**src/rtl/cms_defs.svh**
```systemverilog
// constants for the configuration mode sequencer
// assumes a 50 MHz i_clk; included by the sequencer module only
`ifndef CMS_DEFS_SVH
`define CMS_DEFS_SVH
`define CMS_CLK_HZ 50000000
`define CMS_POR_LONG_MS 100
`define CMS_POR_SHORT_MS 12
`define CMS_POR_LONG_CYC ((`CMS_POR_LONG_MS * `CMS_CLK_HZ) / 1000)
`define CMS_POR_SHORT_CYC ((`CMS_POR_SHORT_MS * `CMS_CLK_HZ) / 1000)
`define CMS_INIT_CYC 8
`define CMS_CNT_W 23
`define CMS_STATUS_RST 5'h01
`endif

```
**src/rtl/cms_pkg.sv**
```systemverilog
// types for the configuration mode sequencer
// needs no defines; only the sequencer includes cms_defs.svh
package cms_pkg;
  typedef enum logic [2:0] {
    CMS_POR,
    CMS_CONFIG,
    CMS_INIT_RESET,
    CMS_INIT_IO,
    CMS_USER
  } cms_state_t;

  typedef struct packed {
    logic command_mode;
    logic user_mode;
    logic io_enable;
    logic pullup_enable;
    logic user_reset;
  } cms_status_t;
endpackage : cms_pkg

```
**src/rtl/cms_sequencer.sv**
```systemverilog
// configuration mode sequencer: power-on delay, load, init, user mode
// phases run power-on wait, load, register reset, i/o release, user
// outputs are registered from the next phase, so they move with it
// the power-on wait is counted in i_clk cycles; a slower clock
// stretches it, so the delay parameters must follow the real clock
// the strap is taken once; pull-up and request pins are live levels
// limitation: a request held low during the wait is only seen after it
// i/o and pull-up enables are meant for the pad ring, not for logic
// assumes pins are synchronous to i_clk and i_rst marks power-up
// assumes the loader raises i_config_done only while o_config_load is high
`timescale 1ns/1ns
`default_nettype none
`include "cms_defs.svh"
module cms_sequencer #(
  parameter int unsigned POR_LONG_CYC = `CMS_POR_LONG_CYC,
  parameter int unsigned POR_SHORT_CYC = `CMS_POR_SHORT_CYC
) (
  // clock and power-up reset
  input wire logic i_clk,
  input wire logic i_rst,
  // straps and request pin
  input wire logic i_por_delay_select,
  input wire logic i_config_pullup_disable,
  input wire logic i_reconfig_request_n,
  // configuration load handshake
  input wire logic i_config_done,
  output logic o_config_load,
  // mode and i/o control
  output cms_pkg::cms_status_t o_status
);
  import cms_pkg::*;

  // strap group: delay choice latched once per power-up
  logic strap_taken_q, strap_taken_d;
  logic [`CMS_CNT_W-1:0] por_limit_q, por_limit_d;

  // mode group: phase and the one counter all timed phases share
  cms_state_t state_q, state_d;
  logic [`CMS_CNT_W-1:0] cnt_q, cnt_d;
  logic por_expired;
  logic init_expired;
  logic reload_req;

  // pin group: everything the outside world sees
  logic load_q, load_d;
  cms_status_t status_q, status_d;

  // terminal values cut to counter width; the long delay needs all 23 bits, the short one only 20
  localparam logic [`CMS_CNT_W-1:0] POR_SHORT_LIM = POR_SHORT_CYC[`CMS_CNT_W-1:0];
  localparam logic [`CMS_CNT_W-1:0] POR_LONG_LIM = POR_LONG_CYC[`CMS_CNT_W-1:0];
  localparam logic [`CMS_CNT_W-1:0] INIT_LIM = `CMS_CNT_W'(`CMS_INIT_CYC - 1);
  localparam logic [`CMS_CNT_W-1:0] CNT_ONE = `CMS_CNT_W'(1);

  // a strap that moves after power-up is ignored, as on a board
  always_comb begin
    strap_taken_d = 1'b1;
    por_limit_d = por_limit_q;
    if (!strap_taken_q) begin
      if (i_por_delay_select) begin
        por_limit_d = POR_SHORT_LIM;
      end else begin
        por_limit_d = POR_LONG_LIM;
      end
    end
  end

  always_ff @(posedge i_clk or posedge i_rst) begin
    if (i_rst) begin
      strap_taken_q <= 1'b0;
      por_limit_q <= '0;
    end else begin
      strap_taken_q <= strap_taken_d;
      por_limit_q <= por_limit_d;
    end
  end

  // shared terminal counts
  assign por_expired = (cnt_q >= por_limit_q - CNT_ONE);
  assign init_expired = (cnt_q == INIT_LIM);
  // no reload during the power-on wait: supplies may still be ramping
  assign reload_req = !i_reconfig_request_n && (state_q != CMS_POR);

  always_comb begin
    state_d = state_q;
    cnt_d = cnt_q;
    case (state_q)
      CMS_POR: begin
        // counting starts one edge after the strap is taken
        if (strap_taken_q) begin
          if (por_expired) begin
            state_d = CMS_CONFIG;
            cnt_d = '0;
          end else begin
            cnt_d = cnt_q + CNT_ONE;
          end
        end
      end

      CMS_CONFIG: begin
        // the load only counts once the request pin is released
        if (i_config_done && i_reconfig_request_n) begin
          state_d = CMS_INIT_RESET;
          cnt_d = '0;
        end
      end

      CMS_INIT_RESET: begin
        if (init_expired) begin
          state_d = CMS_INIT_IO;
        end else begin
          cnt_d = cnt_q + CNT_ONE;
        end
      end

      CMS_INIT_IO: begin
        state_d = CMS_USER;
      end

      CMS_USER: begin
        state_d = CMS_USER;
      end

      default: begin
        state_d = CMS_POR;
        cnt_d = '0;
      end
    endcase
    // request pin wins from any mode after the power-on delay
    if (reload_req) begin
      state_d = CMS_CONFIG;
      cnt_d = '0;
    end
  end

  always_ff @(posedge i_clk or posedge i_rst) begin
    if (i_rst) begin
      state_q <= CMS_POR;
      cnt_q <= '0;
    end else begin
      state_q <= state_d;
      cnt_q <= cnt_d;
    end
  end

  // outputs decode the next state so pins move on the edge the phase does
  always_comb begin
    load_d = 1'b0;
    status_d = `CMS_STATUS_RST;
    case (state_d)
      CMS_POR: begin
        load_d = 1'b0;
        status_d.command_mode = 1'b0;
        status_d.user_mode = 1'b0;
        status_d.io_enable = 1'b0;
        status_d.pullup_enable = !i_config_pullup_disable;
        status_d.user_reset = 1'b1;
      end

      CMS_CONFIG: begin
        // no load while the request pin is still held low
        load_d = i_reconfig_request_n;
        status_d.command_mode = 1'b1;
        status_d.user_mode = 1'b0;
        status_d.io_enable = 1'b0;
        status_d.pullup_enable = !i_config_pullup_disable;
        status_d.user_reset = 1'b1;
      end

      CMS_INIT_RESET: begin
        // user registers held in reset for the whole init count
        load_d = 1'b0;
        status_d.command_mode = 1'b1;
        status_d.user_mode = 1'b0;
        status_d.io_enable = 1'b0;
        status_d.pullup_enable = !i_config_pullup_disable;
        status_d.user_reset = 1'b1;
      end

      CMS_INIT_IO: begin
        // pull-ups only matter while i/o floats
        load_d = 1'b0;
        status_d.command_mode = 1'b1;
        status_d.user_mode = 1'b0;
        status_d.io_enable = 1'b1;
        status_d.pullup_enable = 1'b0;
        status_d.user_reset = 1'b0;
      end

      CMS_USER: begin
        load_d = 1'b0;
        status_d.command_mode = 1'b0;
        status_d.user_mode = 1'b1;
        status_d.io_enable = 1'b1;
        status_d.pullup_enable = 1'b0;
        status_d.user_reset = 1'b0;
      end

      default: begin
        load_d = 1'b0;
        status_d.command_mode = 1'b0;
        status_d.user_mode = 1'b0;
        status_d.io_enable = 1'b0;
        status_d.pullup_enable = !i_config_pullup_disable;
        status_d.user_reset = 1'b1;
      end
    endcase
  end

  always_ff @(posedge i_clk or posedge i_rst) begin
    if (i_rst) begin
      load_q <= 1'b0;
      status_q <= `CMS_STATUS_RST;
    end else begin
      load_q <= load_d;
      status_q <= status_d;
    end
  end

  assign o_config_load = load_q;
  assign o_status = status_q;
endmodule : cms_sequencer
`default_nettype wire

```
**config.mk**
```make
export PLATFORM = sky130hd
export DESIGN_NAME = cms_sequencer
export DESIGN_NICKNAME = d
export VERILOG_FILES = /design/src/rtl/cms_pkg.sv /design/src/rtl/cms_sequencer.sv
export VERILOG_INCLUDE_DIRS = /design/src /design/src/rtl
export SDC_FILE = /design/constraint.sdc
export NUM_CORES = 1
export LEC_CHECK = 0
export ABC_CLOCK_PERIOD_IN_PS = 3650
export BUFFER_PORTS_ARGS = -buffer_cell sky130_fd_sc_hd__buf_2
export CAP_MARGIN = 40
export CORE_ASPECT_RATIO = 0.5
export CORE_MARGIN = 4
export CORE_UTILIZATION = 62
export DETAILED_ROUTE_END_ITERATION = 6
export HOLD_SLACK_MARGIN = 0.15
export PLACE_DENSITY = 0.82
export SYNTH_ARGS = -nofsm -noshare
export SYNTH_HDL_FRONTEND = slang
export SYNTH_SLANG_ARGS = --single-unit
```
**constraint.sdc**
```tcl
create_clock -name i_clk -period 3.65 [get_ports i_clk]
set_clock_uncertainty 0.1 [all_clocks]
set_input_delay 0.365 -clock i_clk [delete_from_list [all_inputs] [get_ports i_clk]]
set_output_delay 0.365 -clock i_clk [all_outputs]
set_load 0.01 [all_outputs]
```
==> results.json <==
{
  "via_per_inst": 6.27,
  "io_buffers": 11,
  "die_area_mm2": 0.00525,
  "hold_slack_ps": 164,
  "yosysWarnings": 0,
  "synth_area_leaders": "dfrtp_1 (34%), ha_1 (12%), a22o_1 (5.2%)",
  "vias": 2171,
  "synth_edf_count": 0,
  "clock_path_buffers": 2,
  "path_max_fanout": 18,
  "timing.final.crit_share_pct": 93.7,
  "drc": 0,
  "total_power_mw": 1.30,
  "n_fill_cell": 284,
  "syn_nets": 309,
  "drive_gt1_share_pct": 15.1,
  "gp_congestion": 0.870,
  "hp-class": "primary input to flip-flop",
  "maxCapViolCount": 0,
  "grt_max_degree": 37,
  "reg2reg_to": "cnt_q[0]",
  "grt_antenna_before_repair": 0,
  "syn_avg_cell_area_um2": 9.11,
  "avgRoutedWirePerCell_um": 16.5,
  "worstPathRequired_ps": 3720,
  "cts_buffers": 5,
  "yosysTopAreaCell": "dfrtp_1",
  "crit_type": "flip-flop to flip-flop",
  "worstPathArrival_ps": 3490,
  "htree_num_levels": 2,
  "die_h_um": 53.3,
  "rows": 16,
  "synthCells": 279,
  "p_leak_nw": 1.27,
  "detail-route-antenna-nets": 0,
  "yosysMostFrequentCell": "dfrtp_1",
  "synth_area_mm2": 0.00254,
  "register_area_um2": 903,
  "final-max-slew-violation-count": 0,
  "crit_start": "por_limit_q[17]",
  "fin_util_pct": 69.4,
  "drt_first_pass_iters": 4,
  "vdd_drop_max_mv": 0.227,
  "grt_remaining_overflow": 0,
  "core_mm2": 0.00392,
  "multi_input_area_mm2": 0.00150,
  "num_antenna_cells": 0,
  "clkTransAtPathRegs_ps": 70,
  "dpl.hpwl_um": 4160,
  "power_density_mw_per_mm2": 478,
  "wirelength_um": 5700,
  "seq_area_frac_synth_pct": 35.5,
  "fmax_mhz": 292,
  "hold_viol_final": 0,
  "area_growth_syn_to_layout_pct": 7.14,
  "clock_tree.root_cell": "clkbuf_8",
  "start_util_pct": 64.8,
  "die_w_um": 98.5,
  "rsz0062_at_grt": "no",
  "clock_sinks": 36,
  "setup_violations": 0,
  "r2r-start": "por_limit_q[17]",
  "dpl_cell_area_mm2": 0.00259,
  "endpoint": "cnt_q[0]",
  "grt_pass1_vias": 2079,
  "reg2reg_slack_ps": 230,
  "cts_tree": "yes",
  "status": "completed",
  "timing.setup.tns_ps": 0,
  "stdcell_area_mm2": 0.00272,
  "postSynth.asyncResetShare_pct": 100,
  "clock_latency_ps": 290,
  "synth_cell_types": 47,
  "grt_pass1_wl_um": 9700,
  "nets": 321,
  "synth_top_area_share_pct": 34.5,
  "ys.flop_type": "dfrtp_1",
  "critPathCaptureType": "flip-flop",
  "r2r_cells": 14,
  "io_pins": 12,
  "cp-start-kind": "flip-flop",
  "fin_crit_ps": 3420,
  "drtIter0Drc": 118,
  "track_usage_pct": 23.8,
  "ys_ff_latch": 36,
  "yosys-top-cells-count": "dfrtp_1 (35), ha_1 (24), nand2_1 (23), o21ai_0 (23), nor2_1 (21)"
}
==> registers in the layout (all words and copies together) (netlist names) <==
| name | count |
|---|---|
| state_q | 3 |
| strap_taken_q | 1 |
| o_status | 5 |
| o_config_load | 1 |
| cnt_q | 23 |
| por_limit_q | 3 |
==> kinds of logic after synthesis <==
group	synth area share (%)
XOR/XNOR	1.38
adder cells (fa/ha/maj)	11.8
multiplexers	1.28
AO/OA/AOI/OAI	19.2
buffers and inverters	5.47
other	0.148
AND/OR/NAND/NOR	25.3
flip-flops	35.5
==> worst min-delay path by stage <==
stage                                  from         endpoint  slack (ps)  cells past startpoint
finish                   i_por_delay_select  por_limit_q[17]         160                      2
global route             i_por_delay_select  por_limit_q[17]         170                      2
CTS                      i_por_delay_select  por_limit_q[17]         170                      2
detailed placement                    i_rst      o_status[1]         400                      3
global placement                      i_rst      o_status[1]         390                      3
floorplan           i_config_pullup_disable      o_status[1]         330                      1
==> placed cells by master, fill, tap and decap left out, types with 3 or more instances in the layout <==
cell type  synthesis  layout
nand2b_1           3       3
and3_1            10      10
buf_2              0      11
xnor2_1            4       4
ha_1              24      23
nor2_1            21      21
and4_1             4       4
nand4_1            8       8
inv_1             13      13
nand3_1           10      10
o21ai_1            4       4
a22o_1            15      15
o21ai_0           23      23
nor2b_1            9       9
a21oi_1           11      11
clkbuf_8           0       6
nor3_2             7       7
a31oi_1            4       4
a21boi_0           3       3
nor3_1             6       6
dfrtp_1           35      34
nor4_1             5       5
nand2_1           23      23
==> report_power, final <==
| group | internal, mW | total, mW | switching, mW |
|---|---|---|---|
| combinational | 0.193 | 0.514 | 0.321 |
| clock | 0.154 | 0.295 | 0.141 |
| sequential | 0.443 | 0.493 | 0.0497 |
| total | 0.790 | 1.30 | 0.512 |
==> critical path, stage by stage, from the launching register on <==
cell	delay, ps
dfrtp_2	460
inv_1	180
ha_2	280
xnor2_1	140
nand2_1	90
xnor2_1	160
ha_1	290
nand4_1	130
nor4_2	340
o311ai_1	180
nand4_1	180
o41a_4	280
nor2_4	70
buf_12	150
mux2_2	260
==> layer usage <==
layer / track usage, % / vias to the layer above / wire (µm)
met3: 5.79 / 15 / 378
met2: 38.6 / 64 / 2500
met5: 0 / - / 0
li1: - / 1044 / -
met4: 8.16 / 0 / 111
met1: 31.6 / 1048 / 2710
==> per-stage QoR <==
step / worst slack [ps] / instances
3_3_place_gp: 397 / 335
6_report: 231 / 346
2_1_floorplan: 536 / 279
5_1_grt: 27.6 / 346
4_1_cts: 164 / 345
3_5_place_dp: 183 / 335
==> cell type report <==
cell class / count / area share, %
Inverter: 13 / 1.79
Multi-Input combinational cell: 219 / 55.2
Clock buffer: 8 / 3.31
Tap cell: 54 / 2.48
Sequential cell: 36 / 33.2
Timing Repair Buffer: 16 / 4.04
==> repair_timing <==
item | 4_1_cts | 5_1_grt
setup buffers | 0 | 1
gates resized for setup | 0 | 2
hold buffers | 2 | 0
endpoints found under the setup margin | 0 | 16
hold endpoints to repair | 36 | 0
No activity file was read; power rests on OpenSTA's default activity.
